## config.mk

```make
export PLATFORM = sky130hd
export DESIGN_NAME = dcpg_top
export DESIGN_NICKNAME = d
export VERILOG_FILES = /design/src/rtl/dcpg_pkg.sv /design/src/rtl/dcpg_top.sv
export SDC_FILE = /design/constraint.sdc
export NUM_CORES = 1
export LEC_CHECK = 0
export ABC_AREA = 1
export BUFFER_PORTS_ARGS = -buffer_cell sky130_fd_sc_hd__buf_2
export CAP_MARGIN = 20
export CORE_MARGIN = 8
export CORE_UTILIZATION = 54
export DETAILED_ROUTE_END_ITERATION = 6
export PLACE_DENSITY = 0.83
export SLEW_MARGIN = 30
export SYNTH_ARGS = -nofsm -noshare
export SYNTH_HDL_FRONTEND = slang
export SYNTH_SLANG_ARGS = --single-unit
```

## constraint.sdc

```tcl
create_clock -name clk_sys_in -period 1.9 [get_ports clk_sys_in]
set_clock_uncertainty 0.15 [all_clocks]
set_input_delay 0.19 -clock clk_sys_in [delete_from_list [all_inputs] [get_ports clk_sys_in]]
set_output_delay 0.19 -clock clk_sys_in [all_outputs]
set_load 0.1 [all_outputs]
```

## src/rtl/dcpg_pkg.sv

```systemverilog
// Purpose: shared constants for the dual clock pulse generator
// Assumes: one 50 MHz system clock; register port with 1-cycle read data
// Notes: register offsets here are local choices
package dcpg_pkg;
  localparam int unsigned ADDR_W = 4;
  localparam int unsigned DATA_W = 8;
  localparam int unsigned SYS_PRE_W = 13;
  localparam int unsigned SUB_PRE_W = 5;
  localparam int unsigned SUB_DIV4_W = 2;
  // register map
  localparam logic [3:0] OFF_OSC_CTRL = 4'h0;
  localparam logic [3:0] OFF_TIMER_A_MODE = 4'h1;
  localparam logic [3:0] OFF_POWER_MODE = 4'h2;
  // oscillator control fields
  localparam int unsigned BIT_SUB_HALT = 7;
  localparam int unsigned BIT_RSV6 = 6;
  localparam int unsigned BIT_RSV_HI = 5;
  localparam int unsigned BIT_RSV_LO = 3;
  localparam int unsigned BIT_PIN_FLAG = 2;
  localparam int unsigned BIT_OSC_FLAG = 1;
  localparam int unsigned BIT_RSV0 = 0;
  localparam logic [2:0] RSV_RESET = 3'h0;
  // timer a mode fields
  localparam int unsigned BIT_TA_CLR_HI = 3;
  localparam int unsigned BIT_TA_CLR_LO = 2;
  // power modes
  typedef enum logic [2:0] {
    PM_ACTIVE_HIGH,
    PM_ACTIVE_MED,
    PM_SLEEP,
    PM_STANDBY,
    PM_WATCH,
    PM_SUBACTIVE,
    PM_SUBSLEEP
  } dcpg_pmode_t;
  localparam logic [12:0] SYS_PRE_RESET = 13'h0000;
  localparam logic [4:0] SUB_PRE_RESET = 5'h00;
  localparam logic [1:0] SUB_DIV4_RESET = 2'h0;
  localparam logic [1:0] SUB_DIV4_LAST = 2'h3;
  localparam logic [7:0] ZERO_BYTE = 8'h00;
endpackage

```

## src/rtl/dcpg_top.sv

```systemverilog
// Purpose: dual clock pulse generator: prescalers and oscillator control
// Assumes: subclock and event pin arrive asynchronously; sampled by two flops
// Notes: subclock edges are detected in the system clock domain
// Behaviour
// system prescaler gives taps from divide-by-8192 down to divide-by-2
// subclock prescaler gives taps from subclock/128 up to subclock/8
// control bit 7 halts subclock oscillator when 1; resets 0; read/write
// software sets halt bit only in active high or medium speed mode
// control bit 6 is reserved and always reads zero
// control bits 5..3 are reserved storage, reset zero, no effect
// read-only bit 2 shows event pin level sampled at reset
// read-only bit 1 shows which system oscillator drives the clock
// software never writes 1 to control bit 0
// pin low enables external oscillator; pin high enables on-chip one
// software waits stabilization time after re-enabling the subclock
// flash program or erase only with external oscillator selected
// system prescaler is a 13-bit counter, clear at reset, counts after
// system prescaler stops and clears in standby, watch, subactive, subsleep
// subclock prescaler is 5-bit on subclock/4, runs in all low-power modes
// writing ones to both timer-a clear bits resets subclock prescaler
// pin level latched at reset release, fixed until next reset
module dcpg_top (
  // clock and reset
  input wire logic clk_sys_in,
  input wire logic rst_n_in,
  // register port
  input wire logic [3:0] reg_addr_in,
  input wire logic [7:0] reg_wdata_in,
  input wire logic reg_wr_in,
  input wire logic reg_rd_in,
  output logic [7:0] reg_rdata_out,
  // pins and mode
  input wire logic async_event_pin_in,
  input wire logic subclock_in,
  input wire logic [2:0] power_mode_in,
  // clock controls and taps
  output logic sub_osc_en_out,
  output logic sys_osc_en_out,
  output logic onchip_osc_en_out,
  output logic [12:0] sys_taps_out,
  output logic [4:0] sub_taps_out
);
  logic [12:0] sys_pre_ff;
  logic [12:0] nxt_sys_pre;
  logic [1:0] sub_div4_ff;
  logic [4:0] sub_pre_ff;
  logic [4:0] nxt_sub_pre;
  logic [1:0] sub_sync_ff;
  logic sub_prev_ff;
  logic [1:0] pin_sync_ff;
  logic in_reset_ff;
  logic sub_halt_ff;
  logic [2:0] rsv_ff;
  logic rsv0_ff;
  logic pin_flag_ff;
  logic [7:0] rdata_ff;
  logic sub_osc_en_ff;
  logic sys_osc_en_ff;
  logic onchip_osc_en_ff;

  // register decode
  wire wr_ctrl = reg_wr_in && (reg_addr_in == dcpg_pkg::OFF_OSC_CTRL);
  wire wr_tma = reg_wr_in && (reg_addr_in == dcpg_pkg::OFF_TIMER_A_MODE);
  wire sub_pre_clr = wr_tma && reg_wdata_in[dcpg_pkg::BIT_TA_CLR_HI]
    && reg_wdata_in[dcpg_pkg::BIT_TA_CLR_LO];
  wire sys_stop = (power_mode_in == dcpg_pkg::PM_STANDBY)
    || (power_mode_in == dcpg_pkg::PM_WATCH)
    || (power_mode_in == dcpg_pkg::PM_SUBACTIVE)
    || (power_mode_in == dcpg_pkg::PM_SUBSLEEP);
  wire sub_rise = sub_sync_ff[1] && !sub_prev_ff;
  wire sub_tick = sub_rise && (sub_div4_ff == dcpg_pkg::SUB_DIV4_LAST);
  wire [7:0] ctrl_val = {sub_halt_ff, 1'b0, rsv_ff, pin_flag_ff,
    pin_flag_ff, rsv0_ff};
  wire [7:0] rd_mux = (reg_addr_in == dcpg_pkg::OFF_OSC_CTRL) ? ctrl_val
    : (reg_addr_in == dcpg_pkg::OFF_POWER_MODE) ? {5'h0_0, power_mode_in}
    : dcpg_pkg::ZERO_BYTE;

  // next prescaler values
  assign nxt_sys_pre = sys_stop ? dcpg_pkg::SYS_PRE_RESET
    : sys_pre_ff + 13'h0001;
  assign nxt_sub_pre = sub_pre_clr ? dcpg_pkg::SUB_PRE_RESET
    : sub_tick ? sub_pre_ff + 5'h01 : sub_pre_ff;

  // synchronisers for subclock and event pin
  always_ff @(posedge clk_sys_in)
  begin
    sub_sync_ff <= {sub_sync_ff[0], subclock_in};
    pin_sync_ff <= {pin_sync_ff[0], async_event_pin_in};
    sub_prev_ff <= sub_sync_ff[1];
  end

  // prescalers
  always_ff @(posedge clk_sys_in)
  begin
    if (!rst_n_in)
    begin
      sys_pre_ff <= dcpg_pkg::SYS_PRE_RESET;
      sub_pre_ff <= dcpg_pkg::SUB_PRE_RESET;
      sub_div4_ff <= dcpg_pkg::SUB_DIV4_RESET;
    end
    else
    begin
      sys_pre_ff <= nxt_sys_pre;
      sub_pre_ff <= nxt_sub_pre;
      if (sub_pre_clr)
        sub_div4_ff <= dcpg_pkg::SUB_DIV4_RESET;
      else if (sub_rise)
        sub_div4_ff <= sub_div4_ff + 2'h1;
    end
  end

  // pin level capture at the first edge after reset release
  always_ff @(posedge clk_sys_in)
  begin
    in_reset_ff <= !rst_n_in;
    if (in_reset_ff && rst_n_in)
      pin_flag_ff <= pin_sync_ff[1];
  end

  // oscillator control register
  always_ff @(posedge clk_sys_in)
  begin
    if (!rst_n_in)
    begin
      sub_halt_ff <= 1'b0;
      rsv_ff <= dcpg_pkg::RSV_RESET;
      rsv0_ff <= 1'b0;
    end
    else if (wr_ctrl)
    begin
      sub_halt_ff <= reg_wdata_in[dcpg_pkg::BIT_SUB_HALT];
      rsv_ff <= reg_wdata_in[dcpg_pkg::BIT_RSV_HI:dcpg_pkg::BIT_RSV_LO];
      rsv0_ff <= reg_wdata_in[dcpg_pkg::BIT_RSV0];
    end
  end

  // registered outputs
  always_ff @(posedge clk_sys_in)
  begin
    if (!rst_n_in)
      rdata_ff <= dcpg_pkg::ZERO_BYTE;
    else
      rdata_ff <= reg_rd_in ? rd_mux : dcpg_pkg::ZERO_BYTE;
    sub_osc_en_ff <= rst_n_in && !sub_halt_ff;
    sys_osc_en_ff <= !pin_flag_ff;
    onchip_osc_en_ff <= pin_flag_ff;
  end

  assign reg_rdata_out = rdata_ff;
  assign sub_osc_en_out = sub_osc_en_ff;
  assign sys_osc_en_out = sys_osc_en_ff;
  assign onchip_osc_en_out = onchip_osc_en_ff;
  assign sys_taps_out = sys_pre_ff;
  assign sub_taps_out = sub_pre_ff;
endmodule

```

==> metrics.log, run 1 <==
INFO  metric drv.max_cap_violation_count = 0
INFO  metric postSynth.topFlopCell = dfxtp_1
INFO  metric cp_cell_sequence = dlygate4sd3_1 -> buf_2 -> nand2_1 -> a21oi_1 -> dlygate4sd3_1
INFO  metric top_cells_by_area_in_the_synthesized_netlist = dfxtp_1, nand2_1, nor2_1
INFO  metric synth_edf_count = 1
INFO  metric track_usage = 0.146
INFO  metric cts_tree = built
INFO  metric worst_hold_path_type = in -> reg
INFO  metric io_buffer_count = 46
INFO  metric synth_cells = 211
INFO  metric area_growth_syn_to_layout = 27.0%
INFO  metric kind_of_cell_with_the_highest_combined_delay_on_the_critical_path = buffers and inverters
INFO  metric row_count = 20
INFO  metric ir_drop = 0.471 mV
INFO  metric die_h = 71.6 um
INFO  metric clkTransAtPathRegs = 0.11 ns
INFO  metric fin_crit_sh = 0.843
INFO  metric ctsHtreeMaxLevel = 2
INFO  metric insertion_delay = 0.35 ns
INFO  metric cts.sink_count = 42
INFO  metric endpoints_failing_setup = 0
INFO  metric die_width = 71.6 um
INFO  metric first_iter_violations = 86
INFO  metric grt_first_pass_wirelength = 5930 um
INFO  metric crit_path_top_delay_cell = dlygate4sd3_1
INFO  metric synth.yosys.seq_area_share = 0.509
INFO  metric synth.distinct_cells = 26
INFO  metric overflow = 0
INFO  metric clk_root_buffer_cell = clkbuf_4
INFO  metric synthesis.nets = 235
INFO  metric worstPathRequired = 2.04 ns
INFO  metric worstPathBufferInverterCount = 3
INFO  metric ys.warnings.count = 0
INFO  metric cp-start-kind = primary input
INFO  metric finalWeightedCongestion = 0.826
INFO  metric final_net_count = 299
INFO  metric routed-via-count = 1484
INFO  metric grt_start_max_net_pins = 13
INFO  metric max_stage_delay = 0.56 ns
INFO  metric worst-endpoint-arrival = 1.75 ns
INFO  metric cts_made_buffers = 5
INFO  metric die_area = 5130 um^2
INFO  metric number_of_register_bits_inferred_by_synthesis = 42
INFO  metric critPathMaxFanout = 9
INFO  metric status = finished clean
INFO  metric post_drt_via_cell_ratio = 4.80
INFO  metric final_area = 2120 um^2
INFO  metric criticalPathCategory = in -> reg
INFO  metric diodes = 0
INFO  metric synth_area_leader_cell = dfxtp_1
INFO  metric grt_setup_unrepaired = no
INFO  metric grt_pass1_vias = 1398
INFO  metric wl_per_cell = 11.5 um
INFO  metric grt_antenna_before_repair = 0
INFO  metric detail_route.wirelength = 3560 um
INFO  metric place_area = 1930 um^2
INFO  metric final.min_clock_period = 1.60 ns
INFO  metric dp_hpwl = 2510 um
INFO  metric avgSynthCellArea = 7.92 um^2
INFO  metric final_hold_vios = 0
INFO  metric ys_async_sr_fraction = 0
INFO  metric syn-cell-area = 1670 um^2
INFO  metric netlist.area_leader.share = 0.491
INFO  metric io_pins = 50
INFO  metric end_kind = flop
INFO  metric drt_drc_violations_left = 0
INFO  metric setup-tns-final = 0 ns
INFO  metric final_count_of_pins_violating_max_slew = 0
INFO  metric initial_core_util = 0.556
INFO  metric synth.top_cells.by_count = nand2_1, dfxtp_1, nor2_1
INFO  metric clock.fmax = 624 MHz
INFO  metric antenna_left = 0
INFO  metric clockBufferDepth = 2
INFO  metric drive_gt1_frac = 0.290
INFO  metric power_per_cell_area = 725 nW/um^2
INFO  metric synth_most_common_cell = nand2_1
INFO  metric power_leakage = 0.974 nW
INFO  metric first_pass_iters = 4
INFO  metric post_cts_buffers = 0
INFO  metric core-area = 3000 um^2
INFO  metric crit_path_frequent_cell = dlygate4sd3_1
-- metal layers --
| metal | track usage | up-vias | wire length (um) | part of all wire |
|---|---|---|---|---|
| li1 | - | 784 | - | - |
| met1 | 0.155 | 663 | 1510 | 0.42 |
| met2 | 0.250 | 29 | 1750 | 0.49 |
| met3 | 0.0391 | 8 | 204 | 0.057 |
| met4 | 0.0952 | 0 | 90 | 0.025 |
| met5 | 0 | - | 0 | 0 |
-- worst reg2reg max path: stages, from the launching register on --
cell and delay (ns):
edfxtp_1 0.44, nand3_1 0.13, a21oi_1 0.08, dlygate4sd3_1 0.55
-- cells in the final DEF (no fill, tap or decap), drive strengths merged --
master	n
nand2	50
conb	1
nor3	1
a21oi	12
dfxtp	41
xnor2	2
o21ai	3
clkinv	2
edfxtp	1
nor3b	1
dlygate4sd3	13
inv	22
nor2	46
xor2	2
clkbuf	7
and2	1
nand3b	1
nand3	17
ha	3
nand4	3
buf	46
or2	1
-- flip-flops by register name, summed over array words and instances, names as in the netlist, 2 cells and up --
register / flops
sys_taps_out: 13
reg_rdata_out: 7
sub_taps_out: 5
rsv_ff: 3
pin_sync_ff: 2
sub_div4_ff: 2
sub_sync_ff: 2
-- cells by family (layout without fill, tap and decap cells) --
group | Yosys count | after routing | share of synthesized area
AO/OA/AOI/OAI | 15 | 15 | 0.0472
XOR/XNOR | 4 | 4 | 0.0210
adder cells (fa/ha/maj) | 3 | 3 | 0.0225
buffers and inverters | 25 | 90 | 0.0674
flip-flops | 42 | 42 | 0.509
other | 1 | 1 | 0.00225
AND/OR/NAND/NOR | 121 | 121 | 0.330
-- report_power, final --
group          internal (mW)  leakage, nW  switching (mW)
Combinational         0.0510        0.591           0.120
Sequential             0.905        0.347          0.0104
Clock                  0.180       0.0353           0.272
Total                   1.14        0.974           0.402
-- final timing paths --
kind	start	endpoint	slack [ns]	cells past startpoint
setup / recovery	rst_n_in	reg_rdata_out[2]$_SDFF_PP0_	0.30	5
hold / removal	reg_addr_in[1]	reg_rdata_out[5]$_SDFF_PN0_	0.04	4
setup reg to reg	pin_flag_ff$_DFFE_PP_	reg_rdata_out[2]$_SDFF_PP0_	0.46	3
hold reg to reg	pin_sync_ff[0]$_DFF_P_	pin_sync_ff[1]$_DFF_P_	0.19	0
-- through the flow --
step	util	std cells	setup slack (ns)	hold WS [ns]	power [mW]
after floorplan	-	211	0.00595	0.0677	1.05
after global placement	0.643	288	0.610	0.143	1.09
after detailed placement	0.643	288	0.610	0.144	1.09
after CTS	0.707	309	0.311	0.0217	1.55
after global routing	0.707	309	0.246	0.0393	1.60
final	0.707	309	0.299	0.0385	1.54
-- what timing repair did --
action / 4_1_cts / 5_1_grt
hold buffers: 13 / 0
endpoints found under the hold margin: 11 / 0
gates resized for setup: 0 / 0
endpoints found under the setup margin: 0 / 0
-- final cells by class --
| class | instances | area (um^2) |
|---|---|---|
| Sequential cell | 42 | 860 |
| Multi-Input combinational cell | 144 | 707 |
| Inverter | 23 | 93.8 |
| Clock inverter | 1 | 5.00 |
| Tap cell | 33 | 41.3 |
| Timing Repair Buffer | 59 | 360 |
| Fill cell | 252 | 881 |
| Clock buffer | 7 | 55.1 |
Note: power is estimated with default switching activity, not from simulation.
==> run 2: changes to the inputs <==
Settings changed: CORE_UTILIZATION 54 to 50, PLACE_DENSITY 0.83 to 0.78.
Clock period 1.9 ns to 1.65 ns, I/O delays scaled along.
==> run 2 against run 1 <==
Compared with the run above: routed wire length grew 3.1%; worst setup slack lost 0.25 ns; sequential share of layout area is 1.0 points lower; via count rose by 0.94%; flip-flop and latch count stayed put; register-to-register slack got worse by 0.26 ns; clock-buffer cell count decreased by 1; clock power grew 6.7%; non-clock buffer count rose by 7; sequential power rose by 15%; combinational power up 20%; first-iteration DRC count shrank 23%.
==> metrics.log, run 2 (synthesis gave the netlist of run 1 again) <==
INFO  metric worstPathRequired = 1.80 ns (-0.24 ns)
INFO  metric dpl_worst_slack = 0.338 ns (-0.272 ns)
INFO  metric post_cts_buffers = 0 (unchanged)
INFO  metric drv.max_cap_violation_count = 0 (unchanged)
INFO  metric critPathMaxFanout = 9 (unchanged)
INFO  metric fin_crit_sh = 0.969
INFO  metric first_iter_violations = 66 (-23%)
INFO  metric io_buffer_count = 46 (unchanged)
INFO  metric final_critical_path_setup_slack = 0.0505 ns (-0.248 ns)
INFO  metric maxUsedRoutingLayer = met4
INFO  metric met3_wire_length = 222 um (+8.8%)
INFO  metric final_hold_vios = 0 (unchanged)
INFO  metric clockBufferDepth = 2 (unchanged)
INFO  metric clock.fmax = 625 MHz
INFO  metric final_net_count = 306 (+2.3%)
INFO  metric clk_root_buffer_cell = clkbuf_4
INFO  metric cts_made_buffers = 5 (unchanged)
INFO  metric die_width = 73.8 um (+3.1%)
INFO  metric drt-met1-wl = 1600 um (+6.4%)
INFO  metric power_per_cell_area = 785 nW/um^2 (+8.4%)
INFO  metric worst_hold_path_type = in -> reg
INFO  metric startpoint = rst_n_in
INFO  metric end_kind = flop
INFO  metric antenna_left = 0 (unchanged)
INFO  metric grt_start_max_net_pins = 14 (+1)
INFO  metric grt_antenna_before_repair = 0 (unchanged)
INFO  metric final_count_of_pins_violating_max_slew = 0 (unchanged)
INFO  metric post_drt_via_cell_ratio = 4.55 (-5.2%)
INFO  metric wl_per_cell = 11.1 um (-3.2%)
INFO  metric kind_of_cell_with_the_highest_combined_delay_on_the_critical_path = buffers and inverters
INFO  metric cts_tree = built
INFO  metric largest_register_ffs = 13 (unchanged)
INFO  metric endpoints_failing_setup = 0 (unchanged)
INFO  metric worst-endpoint-arrival = 1.75 ns (about the same)
INFO  metric holdWs = 0.0548 ns (+0.0163 ns)
INFO  metric die_area = 5450 um^2 (+6.2%)
INFO  metric cp_cell_sequence = dlygate4sd3_1 -> buf_2 -> nand2_1 -> a21oi_1 -> dlygate4sd3_1
INFO  metric finalWeightedCongestion = 0.764 (-7.5%)
INFO  metric met2_wirelength = 1770 um (+1.1%)
INFO  metric ctsHtreeMaxLevel = 2 (unchanged)
INFO  metric max_stage_delay = 0.56 ns (about the same)
INFO  metric power_leakage = 1.02 nW (+4.8%)
INFO  metric most_common_cell_after_layout_fill_and_taps_aside = nand2_1
INFO  metric holdCritStartpoint = reg_rd_in
INFO  metric multi_input_area = 707 um^2 (unchanged)
INFO  metric row_count = 21 (+5.0%)
INFO  metric area_growth_syn_to_layout = 32.6%
INFO  metric final.min_clock_period = 1.60 ns
INFO  metric track_usage = 0.145 (-0.00147)
INFO  metric final-instance-count-excl-fill = 329 (+6.5%)
INFO  metric placed_cells_incl_taps = 301 (+4.5%)
INFO  metric cts.sink_count = 42 (unchanged)
INFO  metric detail_route.wirelength = 3670 um (+3.1%)
INFO  metric ff_latch_area = 875 um^2 (+1.7%)
INFO  metric routed-via-count = 1498 (+0.94%)
INFO  metric diodes = 0 (unchanged)
INFO  metric crit_path_frequent_cell = dlygate4sd3_1
INFO  metric first_pass_iters = 4 (unchanged)
INFO  metric overflow = 0 (unchanged)
INFO  metric layout_common_cells = nand2_1, buf_2, nor2_1
INFO  metric cp-start-kind = primary input
INFO  metric total_chip_power = 1.74 mW (+13%)
INFO  metric worstPathBufferInverterCount = 3 (unchanged)
INFO  metric io_pins = 50 (unchanged)
INFO  metric criticalPathCategory = in -> reg
INFO  metric initial_core_util = 0.509 (-0.0477)
INFO  metric ir_drop = 0.549 mV (+17%)
INFO  metric grt_setup_unrepaired = no
INFO  metric status = finished clean
INFO  metric drt_drc_violations_left = 0 (unchanged)
INFO  metric drive_gt1_frac = 0.311 (+0.0211)
INFO  metric insertion_delay = 0.35 ns (about the same)
INFO  metric core-area = 3280 um^2 (+9.4%)
INFO  metric setup-tns-final = 0 ns (unchanged)
INFO  metric fillers = 297 (+18%)
INFO  metric crit_path_top_delay_cell = dlygate4sd3_1
INFO  metric die_h = 73.8 um (+3.1%)
INFO  metric grt_pass1_vias = 1408 (+0.72%)
INFO  metric grt_first_pass_wirelength = 6120 um (+3.1%)
INFO  metric clkTransAtPathRegs = 0.12 ns (about the same)
INFO  metric r2r-start = pin_flag_ff$_DFFE_PP_
INFO  metric dp_hpwl = 2700 um (+7.5%)
[run 2: cell count changes in the layout (fill, tap and decap cells not counted), sizes merged]
| cell | delta |
|---|---|
| clkbuf | -1 |
| clkinv | +1 |
| dlygate4sd3 | +7 |
[run 2: where the power goes]
| part | internal (mW) | total, mW | switching [mW] |
|---|---|---|---|
| combinational | 0.0654 | 0.205 | 0.140 |
| sequential | 1.04 | 1.05 | 0.0120 |
| clock | 0.163 | 0.481 | 0.319 |
[run 2: what timing repair did]
item,CTS,global route
hold buffers,20,0
resized for setup,0,0
endpoints found under the hold margin,16,0
[run 2: metal layers]
metal	global-route usage	up-vias
met5	0	-
met4	0.0732	0
met2	0.230	31
met3	0.0573	6
met1	0.163	664
li1	-	797
[run 2: cell type report]
type / instances / share of cell area
multi-input combinational: 144 / 0.319
tap: 46 / 0.0260
inverter: 23 / 0.0424
clock buffer: 6 / 0.0186
timing repair buffer: 66 / 0.194
clock inverter: 2 / 0.00452
sequential: 42 / 0.395
[run 2: final timing paths]
kind                                       to  slack [ns]  cells after the start
setup / recovery  reg_rdata_out[2]$_SDFF_PP0_        0.05                      5
hold / removal    reg_rdata_out[0]$_SDFF_PP0_        0.05                      5
setup reg to reg  reg_rdata_out[2]$_SDFF_PP0_        0.20                      3
hold reg to reg        pin_sync_ff[1]$_DFF_P_        0.19                      0
[run 2: through the flow]
step | utilization | area [um^2]
finish | 0.674 | 2210
global route | 0.674 | 2210
CTS | 0.674 | 2210
detailed placement | 0.598 | 1960
global placement | 0.598 | 1960
floorplan | - | 1690
[run 2: worst register-to-register path: cells and delay by family, from the launching register on]
kind            cells  cell delay, ns
buf+inv             1            0.55
compound gates      1            0.08
simple gates        1            0.13
flops               1            0.45
